[config.mk]
export PLATFORM = sky130hd
export DESIGN_NAME = remote_session_responder
export DESIGN_NICKNAME = d
export VERILOG_FILES = /design/src/verilog/session_pkg.sv /design/src/verilog/remote_session_responder.sv
export VERILOG_INCLUDE_DIRS = /design/src /design/src/verilog
export SDC_FILE = /design/constraint.sdc
export NUM_CORES = 1
export LEC_CHECK = 0
export BUFFER_PORTS_ARGS = -buffer_cell sky130_fd_sc_hd__buf_2
export CAP_MARGIN = 20
export CORE_MARGIN = 3
export CORE_UTILIZATION = 48
export CTS_CLUSTER_SIZE = 20
export DETAILED_ROUTE_END_ITERATION = 10
export PLACE_DENSITY = 0.83
export SLEW_MARGIN = 20
export SYNTH_ARGS = -nofsm -noshare
export SYNTH_HDL_FRONTEND = slang
export SYNTH_SLANG_ARGS = --single-unit
export TNS_END_PERCENT = 5
[constraint.sdc]
create_clock -name I_CORE_CLK -period 4.5 [get_ports I_CORE_CLK]
set_input_delay 0 -clock I_CORE_CLK [delete_from_list [all_inputs] [get_ports I_CORE_CLK]]
set_output_delay 0 -clock I_CORE_CLK [all_outputs]
set_load 0.1 [all_outputs]
[src/verilog/session_consts.svh]
// Named constants for the remote session responder: codes, offsets, timing.
// Assumes inclusion by bare name from the package and the design module.
`ifndef SESSION_CONSTS_SVH
`define SESSION_CONSTS_SVH

// Response codes
`define RSP_NEGATIVE 8'h00
`define RSP_COMPLETION 8'h01
`define RSP_PROGRESS 8'h02

// Command codes
`define CMD_OPEN_LINK 8'h10
`define CMD_CLOSE_LINK 8'h11

// Reason codes
`define REASON_NONE 8'h00
`define REASON_UNOPENED 8'h01
`define REASON_ACCESS_DENIED 8'h02
`define REASON_UNKNOWN_OP 8'h03
`define REASON_BAD_ITEM 8'h04
`define REASON_BAD_INDEX 8'h05
`define REASON_TYPE_MISMATCH 8'h06
`define REASON_BAD_LENGTH 8'h07
`define REASON_OUT_OF_RANGE 8'h08
`define REASON_WRITE_PROTECTED 8'h09
`define REASON_UNIMPLEMENTED 8'h0A
`define REASON_OUT_OF_ORDER 8'h0B
`define REASON_NO_SPACE 8'h0C
`define REASON_NVM_FAILURE 8'h0D

// Open-link payload
`define OPEN_FIXED_BYTES 3
`define OPEN_VERSION 8'h00
`define RATE_MAX 8'h02
`define RATE_9600 2'h0
`define RATE_19200 2'h1
`define SECRET_LENGTH_DEF 8
`define NEG_LEN 16'h0001

// Baud rates and clock
`define CLK_HZ 50000000
`define BAUD_0 9600
`define BAUD_1 19200
`define BAUD_2 28800

// Progress replies during a test: one per 100 ms at most
`define PROGRESS_GAP_MS 100
`define MS_PER_S 1000

// Register byte offsets
`define REG_CONTROL 8'h00
`define REG_STATUS 8'h04
`define REG_SECRET_BASE 8'h10
`define CTRL_SECRET_SET_BIT 0

`endif

[src/verilog/session_pkg.sv]
// Types shared by the remote session responder.
// Assumes session_consts.svh is on the include path.
`include "session_consts.svh"
package session_pkg;
    typedef enum logic [2:0] {
        SESS_NONE = 3'b001,
        SESS_RESTRICTED = 3'b010,
        SESS_FULL = 3'b100
    } session_e;

    typedef enum logic [1:0] {
        PH_IDLE = 2'b01,
        PH_EXEC = 2'b10
    } phase_e;
endpackage : session_pkg

[src/verilog/remote_session_responder.sv]
// Response and session layer of the line-based remote command protocol.
// Assumes a framer ahead that checks hex, length, CRC and line start, and a
// serializer behind that builds the reply frame and reports when it is sent.
// Summary of operation
// Floats are four bytes, eight upper-case hex digits, most significant byte first.
// Calendar record: big-endian 16-bit year, then month, day, hour, minute, second bytes.
// Well-wrapped but malformed, unknown or unexecutable commands get a negative reply.
// A negative reply carries exactly one data byte, the reason code.
// Reasons 1 unopened, 2 access denied, 3 unknown command.
// Reasons 4 bad item, 5 index too large, 6 type mismatch.
// Reasons 7 bad length, 8 out of range, 9 write protected.
// Reasons 10 unimplemented, 11 out of order, 12 no space, 13 memory failure.
// A fully processed command gets a completion reply, with or without data.
// A running command gets progress replies, then a completion or negative reply.
// Flash work gets one empty progress reply; host waits up to 30 seconds.
// Test progress replies carry readings, at most ten per second.
// Open-link comes first; a repeated open-link is accepted any time.
// Open payload: version, rate, seed, secret; wrong item, index or size is refused.
// A protocol version other than zero is refused as out of range.
// Rate code 0, 1, 2 picks 9600, 19200, 28800 baud; others refused.
// The open reply goes at the old rate; the new rate follows after it.
// Listen at 9600 baud after reset and after close-link.
// The host tries open-link at 9600 baud first, then higher rates.
// With no secret set, the session is unrestricted; seed and secret ignored.
// Secret set and seed zero: restricted session, secret bytes ignored.
// Secret set and seed nonzero: unscramble and compare; mismatch is refused.
// Reply holds echoed sequence, code, length, data; serializer adds CRC and return.
// Frames the framer flags as bad are dropped silently.
// Close-link drops any unlocked state and returns to 9600 baud.
// Secret length and unscramble function are parameters; compare to stored secret.
// Session state is none, restricted or unrestricted; none after reset and close.
//
// Our own choices: the address map and strobed register access.
`timescale 1ns/1ps
`default_nettype none
`include "session_consts.svh"

module remote_session_responder import session_pkg::*; #(
    parameter int SECRET_LENGTH = `SECRET_LENGTH_DEF,
    parameter int PROGRESS_GAP_CYC = `CLK_HZ / `MS_PER_S * `PROGRESS_GAP_MS
) (
    // Clock and reset
    input wire logic I_CORE_CLK,
    input wire logic I_RESET_N,
    // Decoded request from the framer
    input wire logic I_FRAME_VALID,
    input wire logic I_FRAME_OK,
    input wire logic [7:0] I_SEQ,
    input wire logic [7:0] I_CMD,
    input wire logic [7:0] I_ITEM,
    input wire logic [7:0] I_INST,
    input wire logic [15:0] I_DATASZ,
    input wire logic [8*(`OPEN_FIXED_BYTES+SECRET_LENGTH)-1:0] I_PAYLOAD,
    input wire logic I_CMD_PRIV,
    // Command executor
    output logic O_EXEC_REQ,
    output logic O_EXEC_READY,
    input wire logic I_EXEC_FINAL,
    input wire logic I_EXEC_NAK,
    input wire logic I_EXEC_INTERIM,
    input wire logic I_EXEC_FLASH,
    input wire logic [7:0] I_EXEC_REASON,
    input wire logic [15:0] I_EXEC_LEN,
    input wire logic [31:0] I_EXEC_DATA,
    // Reply to the serializer
    output logic O_RSP_VALID,
    input wire logic I_RSP_READY,
    output logic [7:0] O_RSP_SEQ,
    output logic [7:0] O_RSP_CODE,
    output logic [15:0] O_RSP_LEN,
    output logic [31:0] O_RSP_DATA,
    input wire logic I_TX_DONE,
    // Line rate
    output logic [1:0] O_BAUD_SEL,
    output logic O_BIT_TICK,
    // Register port
    input wire logic [7:0] I_ADDR,
    input wire logic [31:0] I_WDATA,
    input wire logic I_WR,
    input wire logic I_RD,
    output logic [31:0] O_RDATA
);
    localparam int PAY_BYTES = `OPEN_FIXED_BYTES + SECRET_LENGTH;
    localparam int PW_WORDS = (SECRET_LENGTH + 3) / 4;
    localparam int GW = $clog2(PROGRESS_GAP_CYC + 1);

    // Seed-based unscramble of one secret byte
    function automatic logic [7:0] unscramble(input logic [7:0] b, input logic [7:0] seed, input logic [7:0] idx);
        unscramble = b ^ (seed + idx);
    endfunction : unscramble

    // Cycles per bit at a given rate code
    function automatic logic [15:0] bit_cycles(input logic [1:0] code);
        case (code)
            `RATE_9600: bit_cycles = 16'(`CLK_HZ / `BAUD_0);
            `RATE_19200: bit_cycles = 16'(`CLK_HZ / `BAUD_1);
            default: bit_cycles = 16'(`CLK_HZ / `BAUD_2);
        endcase
    endfunction : bit_cycles

    session_e session;
    phase_e phase;
    logic rsp_pending;
    logic [7:0] cur_seq;
    logic [7:0] rsp_code;
    logic [15:0] rsp_len;
    logic [31:0] rsp_data;
    logic exec_req;
    logic flash_sent;
    logic [GW-1:0] gap_cnt;
    logic [1:0] baud_sel;
    logic baud_pending;
    logic [1:0] baud_next;
    logic [15:0] div_cnt;
    logic bit_tick;
    logic secret_set;
    logic [7:0] secret [SECRET_LENGTH];
    logic [31:0] rdata;

    // Request decode
    logic frame_take;
    logic is_open;
    logic is_close;
    logic [7:0] open_version;
    logic [7:0] open_rate;
    logic [7:0] open_seed;
    logic pw_match;
    logic [7:0] open_reason;
    logic [7:0] close_reason;
    logic [7:0] other_reason;
    logic [7:0] frame_reason;
    logic local_reply;
    logic go_exec;
    session_e open_session;

    assign frame_take = I_FRAME_VALID && I_FRAME_OK && phase == PH_IDLE && !rsp_pending;
    assign is_open = I_CMD == `CMD_OPEN_LINK;
    assign is_close = I_CMD == `CMD_CLOSE_LINK;
    assign open_version = I_PAYLOAD[8*PAY_BYTES-1 -: 8];
    assign open_rate = I_PAYLOAD[8*PAY_BYTES-9 -: 8];
    assign open_seed = I_PAYLOAD[8*PAY_BYTES-17 -: 8];

    always_comb begin
        pw_match = 1'b1;
        for (int i = 0; i < SECRET_LENGTH; i++) begin
            if (unscramble(I_PAYLOAD[8*(SECRET_LENGTH-1-i) +: 8], open_seed, 8'(i)) != secret[i]) begin
                pw_match = 1'b0;
            end
        end
    end

    assign open_reason = (I_ITEM != 8'h00) ? `REASON_BAD_ITEM :
        (I_INST != 8'h00) ? `REASON_BAD_INDEX :
        (I_DATASZ != 16'(PAY_BYTES)) ? `REASON_BAD_LENGTH :
        (open_version != `OPEN_VERSION) ? `REASON_OUT_OF_RANGE :
        (open_rate > `RATE_MAX) ? `REASON_OUT_OF_RANGE :
        (secret_set && open_seed != 8'h00 && !pw_match) ? `REASON_ACCESS_DENIED :
        `REASON_NONE;
    assign close_reason = (I_ITEM != 8'h00) ? `REASON_BAD_ITEM :
        (I_INST != 8'h00) ? `REASON_BAD_INDEX :
        (I_DATASZ != 16'h0000) ? `REASON_BAD_LENGTH : `REASON_NONE;
    assign other_reason = (session == SESS_NONE) ? `REASON_UNOPENED :
        (session == SESS_RESTRICTED && I_CMD_PRIV) ? `REASON_ACCESS_DENIED : `REASON_NONE;
    assign frame_reason = is_open ? open_reason : is_close ? close_reason : other_reason;
    assign local_reply = is_open || is_close || frame_reason != `REASON_NONE;
    assign go_exec = frame_take && !local_reply;
    // Unrestricted unless a secret is set and no secret was offered
    assign open_session = (secret_set && open_seed == 8'h00) ? SESS_RESTRICTED : SESS_FULL;

    // Executor answers
    logic exec_ready;
    logic exec_end;
    logic exec_mid;
    logic progress_take;
    logic flash_take;
    logic rsp_load;
    logic [7:0] exec_reason;
    logic [7:0] next_rsp_code;
    logic [15:0] next_rsp_len;
    logic [31:0] next_rsp_data;

    assign exec_ready = phase == PH_EXEC && !rsp_pending;
    assign exec_end = exec_ready && (I_EXEC_FINAL || I_EXEC_NAK);
    assign progress_take = I_EXEC_INTERIM && gap_cnt == '0;
    assign flash_take = I_EXEC_FLASH && !flash_sent;
    assign exec_mid = exec_ready && !exec_end && (progress_take || flash_take);
    assign rsp_load = (frame_take && local_reply) || exec_end || exec_mid;
    assign exec_reason = (I_EXEC_REASON == `REASON_NONE) ? `REASON_UNIMPLEMENTED : I_EXEC_REASON;

    assign next_rsp_code = frame_take ? ((frame_reason != `REASON_NONE) ? `RSP_NEGATIVE : `RSP_COMPLETION) :
        exec_end ? (I_EXEC_NAK ? `RSP_NEGATIVE : `RSP_COMPLETION) : `RSP_PROGRESS;
    assign next_rsp_len = frame_take ? ((frame_reason != `REASON_NONE) ? `NEG_LEN : 16'h0000) :
        (exec_end && I_EXEC_NAK) ? `NEG_LEN :
        (exec_mid && !progress_take) ? 16'h0000 : I_EXEC_LEN;
    assign next_rsp_data = frame_take ? {24'h000000, frame_reason} :
        (exec_end && I_EXEC_NAK) ? {24'h000000, exec_reason} :
        (exec_mid && !progress_take) ? 32'h00000000 : I_EXEC_DATA;

    always_ff @(posedge I_CORE_CLK) begin
        if (!I_RESET_N) begin
            session <= SESS_NONE;
            phase <= PH_IDLE;
            exec_req <= 1'b0;
            flash_sent <= 1'b0;
        end else begin
            exec_req <= go_exec;
            if (frame_take && is_open && open_reason == `REASON_NONE) begin
                session <= open_session;
            end else if (frame_take && is_close && close_reason == `REASON_NONE) begin
                session <= SESS_NONE;
            end
            if (go_exec) begin
                phase <= PH_EXEC;
                flash_sent <= 1'b0;
            end else if (exec_end) begin
                phase <= PH_IDLE;
            end else if (exec_mid && flash_take && !progress_take) begin
                flash_sent <= 1'b1;
            end
        end
    end

    // Reply holding register, released by the serializer
    always_ff @(posedge I_CORE_CLK) begin
        if (!I_RESET_N) begin
            rsp_pending <= 1'b0;
            cur_seq <= 8'h00;
            rsp_code <= `RSP_NEGATIVE;
            rsp_len <= 16'h0000;
            rsp_data <= 32'h00000000;
        end else begin
            if (frame_take) begin
                cur_seq <= I_SEQ;
            end
            if (rsp_load) begin
                rsp_pending <= 1'b1;
                rsp_code <= next_rsp_code;
                rsp_len <= next_rsp_len;
                rsp_data <= next_rsp_data;
            end else if (I_RSP_READY) begin
                rsp_pending <= 1'b0;
            end
        end
    end

    // Progress spacing timer
    always_ff @(posedge I_CORE_CLK) begin
        if (!I_RESET_N) begin
            gap_cnt <= '0;
        end else if (exec_mid && progress_take) begin
            gap_cnt <= GW'(PROGRESS_GAP_CYC - 1);
        end else if (gap_cnt != '0) begin
            gap_cnt <= gap_cnt - 1'b1;
        end
    end

    // Line rate: changes only once the reply at the old rate is out
    always_ff @(posedge I_CORE_CLK) begin
        if (!I_RESET_N) begin
            baud_sel <= `RATE_9600;
            baud_pending <= 1'b0;
            baud_next <= `RATE_9600;
        end else begin
            if (frame_take && is_open && open_reason == `REASON_NONE) begin
                baud_pending <= 1'b1;
                baud_next <= open_rate[1:0];
            end else if (frame_take && is_close && close_reason == `REASON_NONE) begin
                baud_pending <= 1'b1;
                baud_next <= `RATE_9600;
            end else if (I_TX_DONE && baud_pending && !rsp_pending) begin
                baud_pending <= 1'b0;
                baud_sel <= baud_next;
            end
        end
    end

    // Bit-rate enable pulse
    always_ff @(posedge I_CORE_CLK) begin
        if (!I_RESET_N || div_cnt >= bit_cycles(baud_sel) - 16'h0001) begin
            div_cnt <= 16'h0000;
            bit_tick <= I_RESET_N;
        end else begin
            div_cnt <= div_cnt + 16'h0001;
            bit_tick <= 1'b0;
        end
    end

    // Register port
    logic wr_control;
    logic wr_secret;
    logic [7:0] secret_word;
    logic [31:0] status_word;

    assign wr_control = I_WR && I_ADDR == `REG_CONTROL;
    assign secret_word = (I_ADDR - `REG_SECRET_BASE) >> 2;
    assign wr_secret = I_WR && I_ADDR >= `REG_SECRET_BASE && I_ADDR[1:0] == 2'h0 && secret_word < 8'(PW_WORDS);
    assign status_word = {24'h000000, phase == PH_EXEC, rsp_pending, baud_pending, baud_sel, session};

    always_ff @(posedge I_CORE_CLK) begin
        if (!I_RESET_N) begin
            secret_set <= 1'b0;
            for (int i = 0; i < SECRET_LENGTH; i++) begin
                secret[i] <= 8'h00;
            end
        end else begin
            if (wr_control) begin
                secret_set <= I_WDATA[`CTRL_SECRET_SET_BIT];
            end
            for (int i = 0; i < SECRET_LENGTH; i++) begin
                if (wr_secret && 8'(i / 4) == secret_word) begin
                    secret[i] <= I_WDATA[8*(3-i%4) +: 8];
                end
            end
        end
    end

    always_ff @(posedge I_CORE_CLK) begin
        if (!I_RESET_N || !I_RD) begin
            rdata <= 32'h00000000;
        end else if (I_ADDR == `REG_CONTROL) begin
            rdata <= {31'h00000000, secret_set};
        end else if (I_ADDR == `REG_STATUS) begin
            rdata <= status_word;
        end else begin
            rdata <= 32'h00000000;
        end
    end

    assign O_EXEC_REQ = exec_req;
    assign O_EXEC_READY = exec_ready;
    assign O_RSP_VALID = rsp_pending;
    assign O_RSP_SEQ = cur_seq;
    assign O_RSP_CODE = rsp_code;
    assign O_RSP_LEN = rsp_len;
    assign O_RSP_DATA = rsp_data;
    assign O_BAUD_SEL = baud_sel;
    assign O_BIT_TICK = bit_tick;
    assign O_RDATA = rdata;
endmodule : remote_session_responder
`default_nettype wire

==> reports/summary.txt, run 1 <==
Die area: 0.02334 mm2
Largest net degree at the start of global routing: 77
Vias/cell: 5.682
Hpwl dp: 23830 um
Synth Area in Adders: 2.783%
Synth cell types: 81
Critical path capture point type: flop
Final nets: 1741
Max VDD drop: 237.2 uV
Leakage power total: 5.858 nW
Max Cap Violations: 0
Crit-path cells: or4_1, or4_4, nor2_4, nand4_4, nand2_1, nor3_2, buf_4, a221oi_1, dlygate4sd3_1, nor3_1
Post-synthesis cell area: 0.01034 mm2
Worst hold slack: 0.03458 ns
Wire length per cell: 19.49 um
Flop2flop setup slack: 0.78 ns
Endpoint, Worst Hold: O_RSP_DATA[3]
Synth Area in XOR/XNOR: 13.84%
Achievable frequency: 268.7 MHz
Worst Path Required: 4.78 ns
Most used flip-flop cell after synthesis: dfxtp_1
Layout cells sized above 1: 26.04%
DRT iter0 DRCs: 804
Final setup violation count: 0
Setup TNS Final: 0 ns
Hold path depth: 5
Slowest cell on the critical path: dlygate4sd3_1
All-Layer GR Usage: 28.36%
Simple-Gate Fraction of Synth Area: 24.58%
Clk Latency, worst-skew pair: 0.44 ns
Root buf cell: clkbuf_16
CTS tree: yes
Reg2reg end: O_RSP_DATA[7]
Minimum clock period: 3.721 ns
Drt first pass iters: 6
Placed Cells: 1634
Status: complete, no violations
CP peak stage delay: 0.62 ns
Initial Util: 49.03%
Pwr Total: 4.968 mW
Largest family of logic cells by synthesized area: simple AND/OR/NAND/NOR gates
Yosys warning total: 0
Multiplexer share of the synthesized area: 0.9923%
Synth-to-Final Area Change: 30.92%
Initial antenna violation count: 4
Crit path arrival time: 4.01 ns
RSZ-0062 raised after global routing: no
Clk pin slew, worst setup/hold paths: 0.08 ns
Worst-margin pin slew: 1.001 ns
Post-route ant nets: 0
Post CTS Setup Buffer Count: 0
Crit-path max FO: 49
Max H-tree Level: 4
Rel. slew slack: 32.89%
Crit start category: flop
Crit share post-route: 82.69%
RR Startpoint: gap_cnt[18]
CTS sink count: 184
Setup Skew: 0.01945 ns
Vias in the first global route: 10.08k
Via count: 10.02k
Routed wire length: 34350 um
Crit path kind: flop to flop
DRC: 0
Yosys reg bits: 184
Mean Syn Cell Area: 9.477 um2
Cell Pwr Density: 367.0 mW/mm2
Mapped Cells: 1091
Clock tree buffer depth: 2
First-pass GRT wire length: 53110 um
Core Region: 0.02109 mm2
GRT overflow: 0
GPL Wtd Cong: 0.9630
Total CTS buffers: 17
Port Buffers: 316
Post-synthesis async set-or-reset flop share: 0%
Die Span X: 152.8 um
Crit path launch: gap_cnt[18]
Hold Path Origin: I_EXEC_DATA[3]
Number of flops mapped to enable cells by yosys: 64
Synth Area in Compound Gates: 10.37%
Seq/Total Area, Yosys: 41.82%
Die height: 152.8 um
Finished Layout Cells: 1763
R2R depth: 10
Final Hold Violating Endpoints: 0
Slew Limit Fails: 0
FP Rows: 53
Hold Path Class: input pin to flop
Boundary Pins: 347
==> sequential cells by signal (all words and copies together), names as in the netlist <==
signal,cells
O_BAUD_SEL,2
O_BIT_TICK,1
O_EXEC_REQ,1
O_RDATA,8
O_RSP_CODE,2
O_RSP_DATA,32
O_RSP_LEN,16
O_RSP_SEQ,8
O_RSP_VALID,1
baud_next,2
baud_pending,1
div_cnt,16
flash_sent,1
gap_cnt,23
phase,2
secret,64
secret_set,1
session,3
==> metrics by stage <==
stage / area [um2] / utilization (%) / worst slack (ns)
2_1_floorplan: 10460 / - / 0.8434
3_3_place_gp: 11960 / 56.73 / 1.257
3_5_place_dp: 11970 / 56.76 / 1.219
4_1_cts: 13530 / 64.14 / 0.9568
5_1_grt: 13530 / 64.18 / 0.6795
6_report: 13540 / 64.19 / 0.7790
==> critical path, delay by kind of cell (launching register included) <==
kind | cells | cell delay [ns]
compound gates | 1 | 0.40
buf+inv | 2 | 0.92
flops | 1 | 0.37
simple gates | 7 | 1.86
==> final cells by class <==
type                    count  area (um2)
flip-flops and latches    184        4324
fillers                  1665        7551
diodes                      2       5.005
well taps                 275       344.1
repair buffers            419        2592
clock inverters            15       180.2
multi-input cells         833        5598
inverters                  18       67.56
clock buffers              17       425.4
==> synth_stat cells, drive strengths merged, types with 18 or more instances <==
library cell / count / area [um2]
ha: 23 / 287.8
nand2: 100 / 375.4
nor4: 26 / 175.2
inv: 18 / 67.57
buf: 50 / 366.6
nand3: 74 / 370.4
nor2: 44 / 172.7
nor3: 44 / 225.2
edfxtp: 64 / 1922
and3: 34 / 217.7
xnor2: 70 / 613.1
and2: 53 / 331.6
dfxtp: 120 / 2402
a21oi: 85 / 425.4
xor2: 52 / 455.4
clkbuf: 37 / 142.6
==> power by group <==
part / internal, mW / switching (mW)
Combinational: 0.550 / 0.928
Sequential: 1.86 / 0.117
Clock: 0.755 / 0.759
==> kinds of logic after synthesis <==
| family | count (synthesis) |
|---|---|
| compound gates | 167 |
| xor+xnor | 138 |
| fa+ha+maj | 23 |
| buf+inv | 105 |
| flops | 184 |
| mux | 10 |
| other cells | 1 |
| simple gates | 463 |
==> placed cells by master, fill, tap and decap left out, types with 4 or more instances in the layout <==
| master | instances |
|---|---|
| o211ai_1 | 5 |
| clkbuf_16 | 17 |
| a211oi_1 | 5 |
| or3_1 | 15 |
| a22oi_1 | 4 |
| and3_1 | 33 |
| inv_1 | 15 |
| xor2_1 | 52 |
| and4_1 | 4 |
| or4_1 | 11 |
| nor3_1 | 41 |
| dfxtp_1 | 120 |
| a31oi_1 | 8 |
| a221oi_1 | 4 |
| nand3_1 | 74 |
| ha_1 | 23 |
| xnor3_1 | 14 |
| nor2b_1 | 7 |
| a21o_1 | 10 |
| xnor2_1 | 70 |
| and2_1 | 52 |
| a21oi_1 | 85 |
| buf_2 | 316 |
| conb_1 | 32 |
| buf_4 | 8 |
| mux2i_1 | 8 |
| clkinv_8 | 5 |
| edfxtp_1 | 64 |
| o21ai_0 | 13 |
| dlygate4sd3_1 | 95 |
| nand2b_1 | 8 |
| nand3b_1 | 7 |
| nand2_1 | 100 |
| nand4_1 | 11 |
| nor2_1 | 42 |
| nor4_1 | 24 |
==> per-layer routing <==
| layer | share of wire (%) | GRT usage, % | vias up | wire length [um] |
|---|---|---|---|---|
| met3 | 8.0 | 5.765 | 115 | 2761 |
| met2 | 50 | 50.50 | 637 | 17310 |
| met1 | 37 | 32.39 | 4658 | 12550 |
| met4 | 4.9 | 13.87 | 4 | 1688 |
| met5 | 0.12 | 0 | - | 40 |
| li1 | - | - | 4604 | - |
==> how the worst max path moves through the flow <==
| stage | endpoint | slack, ns | cells after the start |
|---|---|---|---|
| after global routing | O_RSP_DATA[7] | 0.68 | 12 |
| final | O_RSP_DATA[7] | 0.78 | 10 |
| after floorplan | secret[1][0] | 0.84 | 4 |
| after global placement | O_RSP_LEN[0] | 1.26 | 9 |
| after CTS | O_RSP_DATA[7] | 0.96 | 10 |
| after detailed placement | O_RSP_LEN[0] | 1.22 | 9 |
==> repair_timing <==
item,in CTS,in global routing
resized for setup,0,0
endpoints found under the hold margin,134,0
hold buffers,95,0
Power figures use the tool's default switching activity.
==> run 2, diff against run 1 <==
--- a/config.mk
+++ b/config.mk
@@ -9,7 +9,7 @@
 export BUFFER_PORTS_ARGS = -buffer_cell sky130_fd_sc_hd__buf_2
 export CAP_MARGIN = 20
 export CORE_MARGIN = 3
-export CORE_UTILIZATION = 48
+export CORE_UTILIZATION = 46
 export CTS_CLUSTER_SIZE = 20
 export DETAILED_ROUTE_END_ITERATION = 10
 export PLACE_DENSITY = 0.83
==> constraint.sdc (replaced) <==
create_clock -name I_CORE_CLK -period 3 [get_ports I_CORE_CLK]
set_input_delay 0 -clock I_CORE_CLK [delete_from_list [all_inputs] [get_ports I_CORE_CLK]]
set_output_delay 0 -clock I_CORE_CLK [all_outputs]
set_load 0.1 [all_outputs]
==> reports/summary.txt, run 2 (synthesized netlist as in run 1, its figures left out) <==
Post-route ant nets: 0
Vias in the first global route: 9890
Crit share post-route: 93.59%
Initial Util: 47.09%
FILL cells: 1765
Port Buffers: 316
Vias/cell: 5.550
Pwr Total: 7.461 mW
Die Span X: 155.9 um
Total CTS buffers: 17
GPL Wtd Cong: 0.9694
Critical path capture point type: flop
Worst-margin pin slew: 0.8497 ns
DRT iter0 DRCs: 710
Crit-path max FO: 10
Hold Path Class: input pin to flop
Leakage power total: 6.004 nW
Leading cell type in the layout, fill and taps excluded: buf_2
RSZ-0062 raised after global routing: no
Slew Limit Fails: 0
Worst Path Required: 3.37 ns
Crit start category: flop
Placed cell area: 0.01220 mm2
Final nets: 1769
Max Cap Violations: 0
DRC: 0
Crit path kind: flop to flop
Hpwl dp: 25790 um
Core Region: 0.02196 mm2
FP Rows: 54
Crit-path cells: xor2_1, or3_1, a211oi_1, nor3_1, nor4b_4, a41oi_4, and4bb_4, mux2i_1
Routed wire length: 35680 um
Largest net degree at the start of global routing: 50
All-Layer GR Usage: 28.49%
Initial antenna violation count: 9
GRT overflow: 0
Max FFs per register: 64
Drt first pass iters: 5
Layout cells sized above 1: 27.08%
Multi-input logic area: 0.005600 mm2
CTS sink count: 184
Wire length per cell: 19.83 um
Final Hold Violating Endpoints: 0
Achievable frequency: 356.2 MHz
CP peak stage delay: 0.70 ns
CTS tree: yes
Biggest register: secret
Slowest cell on the critical path: nor3_1
Synth-to-Final Area Change: 32.99%
Minimum clock period: 2.808 ns
Boundary Pins: 347
Max VDD drop: 369.5 uV
Die area: 0.02431 mm2
Post CTS Setup Buffer Count: 0
Clk pin slew, worst setup/hold paths: 0.07 ns
Status: complete, no violations
Die height: 155.9 um
First-pass GRT wire length: 54120 um
Worst Path Buf+Inv: 0
Cell Pwr Density: 542.6 mW/mm2
Via count: 9984
Setup Skew: 0.01097 ns
Root buf cell: clkbuf_16
Clock tree buffer depth: 2
Rel. slew slack: 42.92%
Setup TNS Final: 0 ns
Max H-tree Level: 4
Final Cell Area: 0.01375 mm2
FF/Latch Area: 0.004324 mm2
Final setup violation count: 0
Crit path arrival time: 3.17 ns
Most frequent cells in the layout: buf_2, dfxtp_1, nand2_1
Cell family with the largest share of critical-path delay: simple AND/OR/NAND/NOR gates
Clk Latency, worst-skew pair: 0.43 ns
==> run 2: repair_timing <==
item                       in CTS  in global routing
hold endpoints to repair      125                  0
resized for setup               0                  2
hold buffers                   95                  0
setup endpoints to repair       0                 28
==> run 2: report_power, final <==
part / switching [mW] / total (mW) / internal (mW)
Combinational: 1.41 / 2.28 / 0.865
Clock: 1.05 / 2.23 / 1.17
Sequential: 0.169 / 2.96 / 2.79
Total: 2.63 / 7.46 / 4.83
==> run 2: routing by layer <==
metal | GRT usage [%] | up-vias | share of wire [%]
met2 | 50.27 | 526 | 50
met1 | 33.20 | 4684 | 37
met3 | 6.325 | 99 | 7.2
met4 | 12.45 | 8 | 4.7
li1 | - | 4667 | -
met5 | 0 | - | 0.17
==> run 2: area by class of cell <==
cell class	count	area share [%]
clock inverter	13	0.9827
inverter	18	0.4914
clock buffer	19	3.148
tap	280	2.548
antenna	5	0.09099
timing repair buffer	447	20.56
sequential	184	31.45
multi-input combinational	833	40.73
==> run 2: path summary, 6_finish.rpt <==
check / start / end / slack, ns / depth (start not counted)
setup / recovery: secret[1][23] / O_BAUD_SEL[1] / 0.19 / 8
hold / removal: I_EXEC_LEN[0] / O_RSP_LEN[0] / 0.04 / 4
setup reg to reg: secret[1][23] / O_BAUD_SEL[1] / 0.19 / 8
hold reg to reg: O_RSP_DATA[31] / O_RSP_DATA[31] / 0.45 / 2
==> run 2: worst register-to-register path, stage by stage (launching register included) <==
cell,delay [ns]
edfxtp_1,0.39
xor2_1,0.42
or3_1,0.19
a211oi_1,0.07
nor3_1,0.70
nor4b_4,0.10
a41oi_4,0.41
and4bb_4,0.32
mux2i_1,0.17
==> run 2: metrics by stage <==
stage	utilization, %	setup WS, ns	hold slack (ns)	std cells
floorplan	-	-0.6566	0.1360	1122
global placement	55.58	0.04470	0.2469	1667
detailed placement	55.58	-0.01630	0.2551	1667
CTS	62.50	0.1267	0.03124	1794
global route	62.62	0.007001	0.05176	1799
finish	62.62	0.1923	0.04423	1799
